[config.mk]
export PLATFORM = sky130hd
export DESIGN_NAME = nrfbm_host
export DESIGN_NICKNAME = d
export VERILOG_FILES = /design/src/logic/nrfbm_pkg.sv /design/src/logic/nrfbm_bad_table.sv /design/src/logic/nrfbm_host.sv
export SDC_FILE = /design/constraint.sdc
export NUM_CORES = 2
export LEC_CHECK = 0
export CAP_MARGIN = 20
export CORE_MARGIN = 2
export CORE_UTILIZATION = 45
export CTS_CLUSTER_DIAMETER = 150
export DETAILED_ROUTE_END_ITERATION = 12
export DONT_BUFFER_PORTS = 1
export PLACE_DENSITY_LB_ADDON = 0.25
export SYNTH_ARGS = -nofsm -noshare
export SYNTH_HDL_FRONTEND = slang
export SYNTH_SLANG_ARGS = --single-unit
[constraint.sdc]
create_clock -name core_clk -period 20.5 [get_ports core_clk]
set_input_delay 2.05 -clock core_clk [delete_from_list [all_inputs] [get_ports core_clk]]
set_output_delay 2.05 -clock core_clk [all_outputs]
set_load 0.005 [all_outputs]
[src/logic/nrfbm_pkg.sv]
// Shared constants and types for the NAND read-flow and block-mapping host
package nrfbm_pkg;

  // ------------------------------------------------------------
  // Timing, all at the 20 MHz core clock
  // ------------------------------------------------------------
  localparam int CLK_PERIOD_NS         = 50;
  localparam int WE_TO_BUSY_NS         = 200;
  localparam int LAST_OUTPUT_TO_BUSY_NS = 200;
  localparam int CE_HOLD_NS            = 250;
  localparam int CE_TO_DATA_NS         = 55;
  // Least waits round up; strict "more than" figures add one whole cycle
  localparam logic [3:0] WE_TO_BUSY_CYC =
    4'((WE_TO_BUSY_NS + CLK_PERIOD_NS - 1) / CLK_PERIOD_NS);
  localparam logic [3:0] LAST_TO_BUSY_CYC =
    4'((LAST_OUTPUT_TO_BUSY_NS + CLK_PERIOD_NS - 1) / CLK_PERIOD_NS);
  localparam logic [3:0] CE_HOLD_CYC = 4'((CE_HOLD_NS + CLK_PERIOD_NS) / CLK_PERIOD_NS);
  localparam logic [3:0] CE_TO_DATA_CYC = 4'((CE_TO_DATA_NS + CLK_PERIOD_NS) / CLK_PERIOD_NS);

  // ------------------------------------------------------------
  // Array geometry and field positions
  // ------------------------------------------------------------
  localparam int ROW_W       = 13;
  localparam int PAGE_W      = 4;
  localparam int BLK_W       = 9;
  localparam int COL_W       = 9;
  localparam int BLOCK_COUNT = 512;
  localparam int LEN_W       = 16;
  localparam int PASS_FAIL_BIT = 0;
  localparam logic [COL_W-1:0]  LAST_COL       = 9'h107;
  localparam logic [BLK_W-1:0]  SCAN_FIRST_BLK = 9'h001;
  localparam logic [BLK_W-1:0]  SCAN_LAST_BLK  = 9'h1FF;
  localparam logic [PAGE_W-1:0] PAGE_FIRST     = 4'h0;
  localparam logic [LEN_W-1:0]  LEN_ONE        = 16'h0001;

  // ------------------------------------------------------------
  // Data values and command bytes
  // ------------------------------------------------------------
  localparam logic [7:0] ERASED_BYTE   = 8'hFF;
  localparam logic [7:0] CMD_READ1     = 8'h00;
  localparam logic [7:0] CMD_LOAD      = 8'h80;
  localparam logic [7:0] CMD_PROG_GO   = 8'h10;
  localparam logic [7:0] CMD_ERASE_SET = 8'h60;
  localparam logic [7:0] CMD_ERASE_GO  = 8'hD0;
  localparam logic [7:0] CMD_STATUS    = 8'h70;

  typedef enum logic [1:0] {OP_READ, OP_PROG, OP_ERASE, OP_SCAN} nrfbm_op_t;

endpackage : nrfbm_pkg

[src/logic/nrfbm_bad_table.sv]
// Invalid-block table: one bit per block, set on a bad marker or a failed status
`timescale 1ns/100ps
module nrfbm_bad_table #(
  parameter int BLOCKS = nrfbm_pkg::BLOCK_COUNT,
  parameter int BLK_W  = nrfbm_pkg::BLK_W
) (
  input  wire logic             core_clk,
  input  wire logic             rst,
  input  wire logic             clr,
  input  wire logic             set,
  input  wire logic [BLK_W-1:0] setBlock,
  input  wire logic [BLK_W-1:0] lookBlock,
  output logic                  lookBad
);
  import nrfbm_pkg::*;

  logic [BLOCKS-1:0] bad_q;
  logic [BLOCKS-1:0] bad_d;

  // Next table; a set in the clearing cycle still lands
  always_comb begin
    bad_d = bad_q;
    if (clr) begin
      bad_d = '0;
    end
    if (set) begin
      bad_d[setBlock] = 1'b1;
    end
  end

  // Table storage
  always_ff @(posedge core_clk or posedge rst) begin
    if (rst) begin
      bad_q <= '0;
    end else begin
      bad_q <= bad_d;
    end
  end

  // Lookup is combinational so a request can be judged on the cycle it arrives
  assign lookBad = bad_q[lookBlock];

endmodule : nrfbm_bad_table

[src/logic/nrfbm_host.sv]
// Host-side NAND controller: page reads, program, erase, bad-block scan and mapping
// How it works
// - Host ends a sequential read holding chip select high over 250 ns.
// - Host scans markers into a table before any erase, never erasing them.
// - Host refuses program and erase aimed at any listed block.
// - Failed program or erase status bars that block; caller rewrites elsewhere.
// - Read errors go to error correction, never to block replacement.
// - Chip select may rise between bytes; device keeps its read progress.
// - Pass/fail status bit decides whether a program or erase failed.
`timescale 1ns/100ps
module nrfbm_host (
  input  wire logic                        core_clk,
  input  wire logic                        rst,
  input  wire logic                        reqValid,
  output logic                             reqReady,
  input  wire nrfbm_pkg::nrfbm_op_t        reqOp,
  input  wire logic [nrfbm_pkg::ROW_W-1:0] reqRow,
  input  wire logic [7:0]                  reqCol,
  input  wire logic [nrfbm_pkg::LEN_W-1:0] reqLen,
  input  wire logic [7:0]                  wrData,
  input  wire logic                        wrValid,
  output logic                             wrReady,
  output logic [7:0]                       rdData,
  output logic                             rdValid,
  input  wire logic                        rdReady,
  output logic                             doneValid,
  output logic                             doneFail,
  output logic                             doneRefused,
  output logic                             tableReady,
  output logic                             ceN,
  output logic                             cle,
  output logic                             ale,
  output logic                             weN,
  output logic                             outputStrobeN,
  output logic                             wpN,
  output logic [7:0]                       ioOut,
  output logic                             ioOe,
  input  wire logic [7:0]                  ioIn,
  input  wire logic                        rbN
);
  import nrfbm_pkg::*;

  typedef enum logic [3:0] {
    S_IDLE, S_CMDA, S_ADDR, S_WDATA, S_CMDB, S_BUSY,
    S_STCMD, S_STRD, S_READ, S_GAP, S_CEH, S_DONE
  } nrfbm_state_t;

  // ------------------------------------------------------------
  // Byte selection helpers
  // ------------------------------------------------------------
  function automatic logic [7:0] cmdByte(nrfbm_state_t st, nrfbm_op_t op);
    logic [7:0] b;
    b = CMD_STATUS;
    if (st == S_CMDA) begin
      b = (op == OP_PROG) ? CMD_LOAD : (op == OP_ERASE) ? CMD_ERASE_SET : CMD_READ1;
    end else if (st == S_CMDB) begin
      b = (op == OP_PROG) ? CMD_PROG_GO : CMD_ERASE_GO;
    end
    return b;
  endfunction : cmdByte

  function automatic logic [7:0] addrByte(logic [1:0] idx, logic [ROW_W-1:0] row,
                                          logic [COL_W-1:0] col);
    logic [7:0] b;
    b = col[7:0];
    if (idx == 2'h1) begin
      b = row[7:0];
    end else if (idx == 2'h2) begin
      b = {3'h0, row[ROW_W-1:8]};
    end
    return b;
  endfunction : addrByte

  // ------------------------------------------------------------
  // State
  // ------------------------------------------------------------
  nrfbm_state_t     state_q, state_d;
  nrfbm_op_t        op_q, op_d;
  logic             half_q, half_d;
  logic [ROW_W-1:0] row_q, row_d;
  logic [COL_W-1:0] col_q, col_d;
  logic [LEN_W-1:0] len_q, len_d;
  logic [3:0]       cnt_q, cnt_d;
  logic [1:0]       idx_q, idx_d;
  logic [7:0]       dat_q, dat_d;
  logic [7:0]       rdData_q, rdData_d;
  logic             rdValid_q, rdValid_d;
  logic             tblReady_q, tblReady_d;
  logic             fail_q, fail_d;
  logic             refused_q, refused_d;
  logic             tblSet, tblClr, tblBad;
  logic             stall;
  logic             ceN_q, ceN_d, cle_q, cle_d, ale_q, ale_d;
  logic             weN_q, weN_d, reN_q, reN_d, ioOe_q, ioOe_d;
  logic [7:0]       ioOut_q, ioOut_d;

  nrfbm_bad_table u_table (
    .core_clk  (core_clk),
    .rst       (rst),
    .clr       (tblClr),
    .set       (tblSet),
    .setBlock  (row_q[ROW_W-1:PAGE_W]),
    .lookBlock (reqRow[ROW_W-1:PAGE_W]),
    .lookBad   (tblBad)
  );

  assign stall = rdValid_q && !rdReady;

  // ------------------------------------------------------------
  // Sequencer next state
  // ------------------------------------------------------------
  always_comb begin
    state_d = state_q; op_d = op_q; half_d = half_q; row_d = row_q; col_d = col_q;
    len_d = len_q; cnt_d = cnt_q; idx_d = idx_q; dat_d = dat_q; rdData_d = rdData_q;
    rdValid_d = rdValid_q; tblReady_d = tblReady_q; fail_d = fail_q; refused_d = refused_q;
    tblSet = 1'b0;
    tblClr = 1'b0;
    if (rdValid_q && rdReady) begin
      rdValid_d = 1'b0;
    end
    unique case (state_q)
      S_IDLE: begin
        if (reqValid) begin
          op_d = reqOp; row_d = reqRow; col_d = {1'b0, reqCol}; len_d = reqLen;
          idx_d = (reqOp == OP_ERASE) ? 2'h1 : 2'h0;
          half_d = 1'b0; fail_d = 1'b0; refused_d = 1'b0;
          state_d = S_CMDA;
          if (reqOp == OP_SCAN) begin
            row_d = {SCAN_FIRST_BLK, PAGE_FIRST};
            col_d = '0; len_d = LEN_ONE;
            tblReady_d = 1'b0;
            tblClr = 1'b1;
          end else if (reqOp != OP_READ && (!tblReady_q || tblBad)) begin
            refused_d = 1'b1;
            state_d = S_DONE;
          end
        end
      end
      S_CMDA, S_CMDB, S_STCMD: begin
        half_d = !half_q;
        if (half_q) begin
          state_d = (state_q == S_CMDA) ? S_ADDR : (state_q == S_CMDB) ? S_BUSY : S_STRD;
          cnt_d = WE_TO_BUSY_CYC;
        end
      end
      S_ADDR: begin
        half_d = !half_q;
        if (half_q) begin
          idx_d = idx_q + 2'h1;
          if (idx_q == 2'h2) begin
            state_d = (op_q == OP_PROG) ? S_WDATA : (op_q == OP_ERASE) ? S_CMDB : S_BUSY;
            cnt_d = WE_TO_BUSY_CYC;
          end
        end
      end
      S_WDATA: begin
        if (!half_q && len_q == '0) begin
          state_d = S_CMDB;                                              // Strobe high before 10h
        end else if (!half_q && wrValid) begin
          dat_d = wrData;
          half_d = 1'b1;
        end else if (half_q) begin
          half_d = 1'b0;
          len_d = len_q - LEN_ONE;
        end
      end
      S_BUSY: begin
        if (cnt_q != 4'h0) begin
          cnt_d = cnt_q - 4'h1;
        end else if (rbN) begin
          half_d = 1'b1;
          state_d = (op_q == OP_READ || op_q == OP_SCAN) ? S_READ : S_STCMD;
          if (op_q == OP_PROG || op_q == OP_ERASE) begin
            half_d = 1'b0;
          end
        end
      end
      S_STRD: begin
        half_d = !half_q;
        if (half_q) begin
          fail_d = ioIn[PASS_FAIL_BIT];
          tblSet = ioIn[PASS_FAIL_BIT];
          state_d = S_DONE;
        end
      end
      S_READ: begin
        if (half_q) begin
          half_d = 1'b0;
          if (stall) begin
            state_d = S_GAP;
          end
        end else begin
          len_d = len_q - LEN_ONE;
          col_d = col_q + 9'h001;
          tblSet = (op_q == OP_SCAN) && (ioIn != ERASED_BYTE);
          if (op_q == OP_READ) begin
            rdData_d = ioIn;
            rdValid_d = 1'b1;
          end
          if (len_q == LEN_ONE) begin
            state_d = S_CEH;
            cnt_d = CE_HOLD_CYC - 4'h1;
          end else if (col_q == LAST_COL) begin
            state_d = S_BUSY;
            cnt_d = LAST_TO_BUSY_CYC;
            col_d = '0;
            row_d = row_q + 13'h0001;
          end else begin
            half_d = 1'b1;
          end
        end
      end
      S_GAP: begin
        if (!half_q && !stall) begin
          half_d = 1'b1;
          cnt_d = CE_TO_DATA_CYC - 4'h1;
        end else if (half_q) begin
          if (cnt_q != 4'h0) begin
            cnt_d = cnt_q - 4'h1;
          end else begin
            state_d = S_READ;
            half_d = 1'b0;
          end
        end
      end
      S_CEH: begin
        if (cnt_q != 4'h0) begin
          cnt_d = cnt_q - 4'h1;
        end else if (op_q != OP_SCAN) begin
          state_d = S_DONE;
        end else if (row_q[PAGE_W-1:0] == PAGE_FIRST) begin
          row_d = row_q + 13'h0001;
          col_d = '0; len_d = LEN_ONE; idx_d = 2'h0; half_d = 1'b0;
          state_d = S_CMDA;
        end else if (row_q[ROW_W-1:PAGE_W] == SCAN_LAST_BLK) begin
          tblReady_d = 1'b1;
          state_d = S_DONE;
        end else begin
          row_d = {row_q[ROW_W-1:PAGE_W] + 9'h001, PAGE_FIRST};
          col_d = '0; len_d = LEN_ONE; idx_d = 2'h0; half_d = 1'b0;
          state_d = S_CMDA;
        end
      end
      S_DONE: begin
        state_d = S_IDLE;
      end
    endcase
  end

  // ------------------------------------------------------------
  // Pin values follow the next state so every pin but wpN is a flip-flop
  // ------------------------------------------------------------
  always_comb begin
    ceN_d = (state_d inside {S_IDLE, S_DONE, S_CEH}) || (state_d == S_GAP && !half_d);
    cle_d = state_d inside {S_CMDA, S_CMDB, S_STCMD};
    ale_d = (state_d == S_ADDR);
    weN_d = !(((cle_d || ale_d) && !half_d) || (state_d == S_WDATA && half_d));
    reN_d = !((state_d == S_READ && !half_d) || (state_d == S_STRD && half_d));
    ioOe_d = cle_d || ale_d || (state_d == S_WDATA && half_d);
    ioOut_d = dat_d;
    if (cle_d) begin
      ioOut_d = cmdByte(state_d, op_d);
    end else if (ale_d) begin
      ioOut_d = addrByte(idx_d, row_d, col_d);
    end
  end

  // Registers; pins idle deselected with strobes high
  always_ff @(posedge core_clk or posedge rst) begin
    if (rst) begin
      state_q <= S_IDLE; op_q <= OP_READ; half_q <= 1'b0; row_q <= '0; col_q <= '0;
      len_q <= '0; cnt_q <= 4'h0; idx_q <= 2'h0; dat_q <= 8'h00; rdData_q <= 8'h00;
      rdValid_q <= 1'b0; tblReady_q <= 1'b0; fail_q <= 1'b0; refused_q <= 1'b0;
      ceN_q <= 1'b1; cle_q <= 1'b0; ale_q <= 1'b0; weN_q <= 1'b1; reN_q <= 1'b1;
      ioOe_q <= 1'b0; ioOut_q <= 8'h00;
    end else begin
      state_q <= state_d; op_q <= op_d; half_q <= half_d; row_q <= row_d; col_q <= col_d;
      len_q <= len_d; cnt_q <= cnt_d; idx_q <= idx_d; dat_q <= dat_d; rdData_q <= rdData_d;
      rdValid_q <= rdValid_d; tblReady_q <= tblReady_d; fail_q <= fail_d;
      refused_q <= refused_d;
      ceN_q <= ceN_d; cle_q <= cle_d; ale_q <= ale_d; weN_q <= weN_d; reN_q <= reN_d;
      ioOe_q <= ioOe_d; ioOut_q <= ioOut_d;
    end
  end

  // Outputs; write protect held off because this host never needs lockout
  assign reqReady = (state_q == S_IDLE);
  assign wrReady = (state_q == S_WDATA) && !half_q && (len_q != '0);
  assign doneValid = (state_q == S_DONE);
  assign doneFail = fail_q;
  assign doneRefused = refused_q;
  assign tableReady = tblReady_q;
  assign rdData = rdData_q;
  assign rdValid = rdValid_q;
  assign ceN = ceN_q;
  assign cle = cle_q;
  assign ale = ale_q;
  assign weN = weN_q;
  assign outputStrobeN = reN_q;
  assign wpN = 1'b1;
  assign ioOut = ioOut_q;
  assign ioOe = ioOe_q;
endmodule : nrfbm_host

==> flow_metrics.py <==
metrics = {
    "cells_and_area": {
        "fill_cells": 5401,
        "area_growth_pct": 9.42,
        "design_area_sq_um": 31000,
        "drive_gt1_share_pct": 14.4,
        "post-route-util_pct": 50.0,
        "num-nets-final": 2273,
    },
    "timing": {
        "clock_skew_ps": 18.9,
        "finalCritPeriodShare_pct": 23.8,
        "fin_crit_ps": 4880,
        "worst_pin_slew_ps": 1200,
        "maxSlewViolCount": 0,
        "rsz0062_at_grt": "no",
        "final-setup-viol-count": 0,
        "finalSetupTns_ps": 0,
        "relSlewSlack_pct": 20.0,
        "fmax_mhz": 205,
        "hold_viol_final": 0,
    },
    "min_path": {
        "min_to": "u_table.bad_q[502]",
        "hold_path_class": "reg -> reg",
        "min_from": "u_table.bad_q[502]",
        "hold_depth": 1,
    },
    "power_and_ir_drop": {
        "power.density_nw_per_um2": 113,
        "clkPwrFrac_pct": 33.9,
        "intPower_mw": 2.26,
        "vdd_ir_drop_max_v": 0.0000818,
        "switching_power_mw": 1.25,
        "p_leak_nw": 14.0,
        "power_frac_comb_pct": 27.0,
        "switching_share_pct": 35.6,
        "seq_power_share_pct": 39.1,
    },
    "critical_path": {
        "crit_fanout": 100,
        "crit_chain": "nor2b_1 > a22oi_1 > a311o_1 > or4_1 > o31a_1 > nand4_2 > a21oi_4 > nor2_8 > inv_4 > or4_1 > o211ai_1",
        "crit_family": "simple AND/OR/NAND/NOR gates",
        "crit_path_end_kind": "flop",
        "critPathLaunchType": "input pin",
        "worstSetupPathType": "in -> reg",
        "cp.required_ps": 21030,
        "critPathArrivalTime_ps": 5410,
        "r2r_setup_slack_ps": 15910,
        "r2r-start": "row_q[4]",
        "critical_path.most_common_cell": "or4_1",
        "r2r_end": "ioOut[5]",
        "cp_slowest_cell": "nor2b_1",
        "worst_r2r_path_depth": 13,
        "crit_buf_inv": 1,
        "slowest_delay_ps": 730,
    },
    "placed_design": {
        "hpwlAfterDp_mm": 47.4,
        "routabilityCongestion": 0.896,
        "port_buffers": 0,
        "place_area_sq_um": 28700,
    },
    "grt": {
        "grt_pass1_wl_mm": 127,
        "grt_max_degree": 233,
        "grt_use_total_pct": 25.6,
        "grt-ovfl-total": 0,
        "antenna_found_initial": 1,
        "grt_pass1_vias": 20400,
    },
    "yosys": {
        "synth_cells": 2316,
        "synth_area_sq_um": 28300,
        "synth_area_per_cell_sq_um": 12.2,
        "ys_ff_latch": 597,
        "yosysTopAreaCell": "dfrtp_1",
        "synth_ff_type": "dfrtp_1",
        "synthDistinctLibCells": 93,
        "yosys-top-cells-area": "dfrtp_1 (52%), a22o_1 (16%), mux4_2 (8.6%)",
        "ys_warn_count": 0,
        "yosysSeqAreaShare_pct": 52.8,
        "synthDominantCellAreaShare_pct": 52.5,
        "synth.net_count": 2393,
        "synthArstFlopShare_pct": 100,
        "synth-edff-count": 0,
    },
    "route": {
        "drtAntennaViolNets": 0,
        "wl_per_cell_um": 26.9,
        "drc": 0,
        "avgViaCountPerCell": 6.66,
        "wirelength_mm": 83.0,
        "first_pass_iters": 6,
        "drtIter0Drc": 2185,
        "vias": 20500,
    },
    "clocking": {
        "cts.sinks": 597,
        "cts_buffers": 68,
        "cts_setup_buffers": 0,
        "cts.path.max_buffers": 3,
        "cts_resized": 0,
        "cts-root-buf": "clkbuf_16",
        "cts_tree": "built",
        "htreeDepth": 3,
        "clock_latency_ps": 610,
        "clkTransAtPathRegs_ps": 60,
        "hold_buffers": 0,
    },
    "die": {
        "core-area_sq_um": 61900,
        "fp.dieW_um": 255,
        "fp.dieArea_sq_um": 65000,
        "rows": 91,
        "die_y_um": 255,
        "ios": 91,
        "start_util_pct": 45.7,
    },
    "flow_run": {
        "maxCapViolCount": 0,
    },
    "outcome": {
        "status": "completed",
    },
}
[cell families (layout without fill, tap and decap cells)]
family / count (synthesis) / count (layout) / share of synthesized area (%)
AO/OA/AOI/OAI: 835 / 835 / 23.7
flip-flops: 597 / 597 / 52.8
AND/OR/NAND/NOR: 388 / 388 / 6.98
buffers and inverters: 287 / 214 / 4.27
multiplexers: 187 / 187 / 11.5
adder cells (fa/ha/maj): 16 / 16 / 0.707
XOR/XNOR: 5 / 5 / 0.155
other: 1 / 3 / 0.0132
[cell type report]
cell class	count	area, sq um	area share (%)
sequential	597	14900	48.2
multi-input combinational	1432	12200	39.4
clock buffer	99	1950	6.29
tap	837	1050	3.38
timing repair buffer	51	450	1.45
clock inverter	18	206	0.666
inverter	46	183	0.589
antenna	2	5.00	0.0161
[synth_stat cells, types with 6 or more instances]
cell type and instances:
clkbuf_1 204, nor2_1 105, nor3_1 26, buf_4 12
a31oi_1 6, and2_1 22, nand3_1 39, inv_1 43
mux2_2 19, o21ai_0 66, dfrtp_1 594, a211oi_1 11
nor3b_1 6, nand4_1 6, mux2i_1 60, o211ai_1 9
a221oi_1 6, mux4_2 108, or4_1 7, ha_1 16
o31ai_1 7, or3_1 6, a22oi_1 48, nor2b_1 11
nand2b_1 16, o22ai_1 7, and3_1 14, buf_6 9
a21o_1 6, a21oi_1 73, a22o_1 521, nand2_1 88
nor4_1 10, buf_2 14
[stage by stage]
stage	power (mW)	cells	hold slack [ps]	worst slack, ps
3_5_place_dp	2.32	2950	485	15090
4_1_cts	3.52	3067	503	15740
5_1_grt	3.68	3080	509	15520
6_report	3.52	3082	499	15620
2_1_floorplan	2.03	2316	468	1750
3_3_place_gp	2.31	2949	482	15100
[flip-flops by register name, indices dropped and copies added (netlist names), 2 cells and up]
signal         count
state_q            4
rdData             8
len_q             16
cnt_q              4
op_q               2
idx_q              2
u_table.bad_q    512
ioOut              8
col_q              9
row_q             13
dat_q              8
[power by group through the flow]
stage	combinational [mW]	clock (mW)	sequential, mW
after CTS	0.938	1.21	1.37
after floorplan	0.688	0	1.34
after detailed placement	0.934	0	1.39
after global routing	1.04	1.26	1.38
after global placement	0.920	0	1.39
final	0.951	1.19	1.37
[how the worst max path moves through the flow]
| stage | slack [ps] | from | cells after the start | endpoint |
|---|---|---|---|---|
| 4_1_cts | 15740 | reqRow[4] | 11 | ioOut[5] |
| 2_1_floorplan | 1750 | rst | 1 | ale |
| 3_5_place_dp | 15090 | reqRow[4] | 11 | ioOut[5] |
| 5_1_grt | 15520 | reqRow[4] | 11 | ioOut[5] |
| 6_report | 15620 | reqRow[4] | 11 | ioOut[5] |
| 3_3_place_gp | 15100 | reqRow[4] | 11 | ioOut[5] |
[layout by cell type, fill, tap and decap left out, types with 12 or more instances in the layout]
cell | Yosys | layout
dfrtp_1 | 594 | 594
and2_2 | 0 | 12
clkbuf_1 | 204 | 18
clkbuf_16 | 0 | 68
mux2i_1 | 60 | 60
nand2_1 | 88 | 88
nor2_1 | 105 | 105
buf_4 | 12 | 43
a21oi_1 | 73 | 73
inv_1 | 43 | 42
a22oi_1 | 48 | 48
nand2b_1 | 16 | 16
nand3_1 | 39 | 38
o21ai_0 | 66 | 66
clkbuf_8 | 0 | 14
mux2_2 | 19 | 19
ha_1 | 16 | 16
nor3_1 | 26 | 26
mux4_2 | 108 | 108
a22o_1 | 521 | 521
[per-layer routing]
| layer | wire length [um] | global-route usage, % |
|---|---|---|
| met1 | 36400 | 37.8 |
| met2 | 38600 | 39.0 |
| met3 | 6190 | 4.67 |
| met4 | 1870 | 7.07 |
| met5 | 0 | 0 |
No activity file was read; power rests on OpenSTA's default activity.
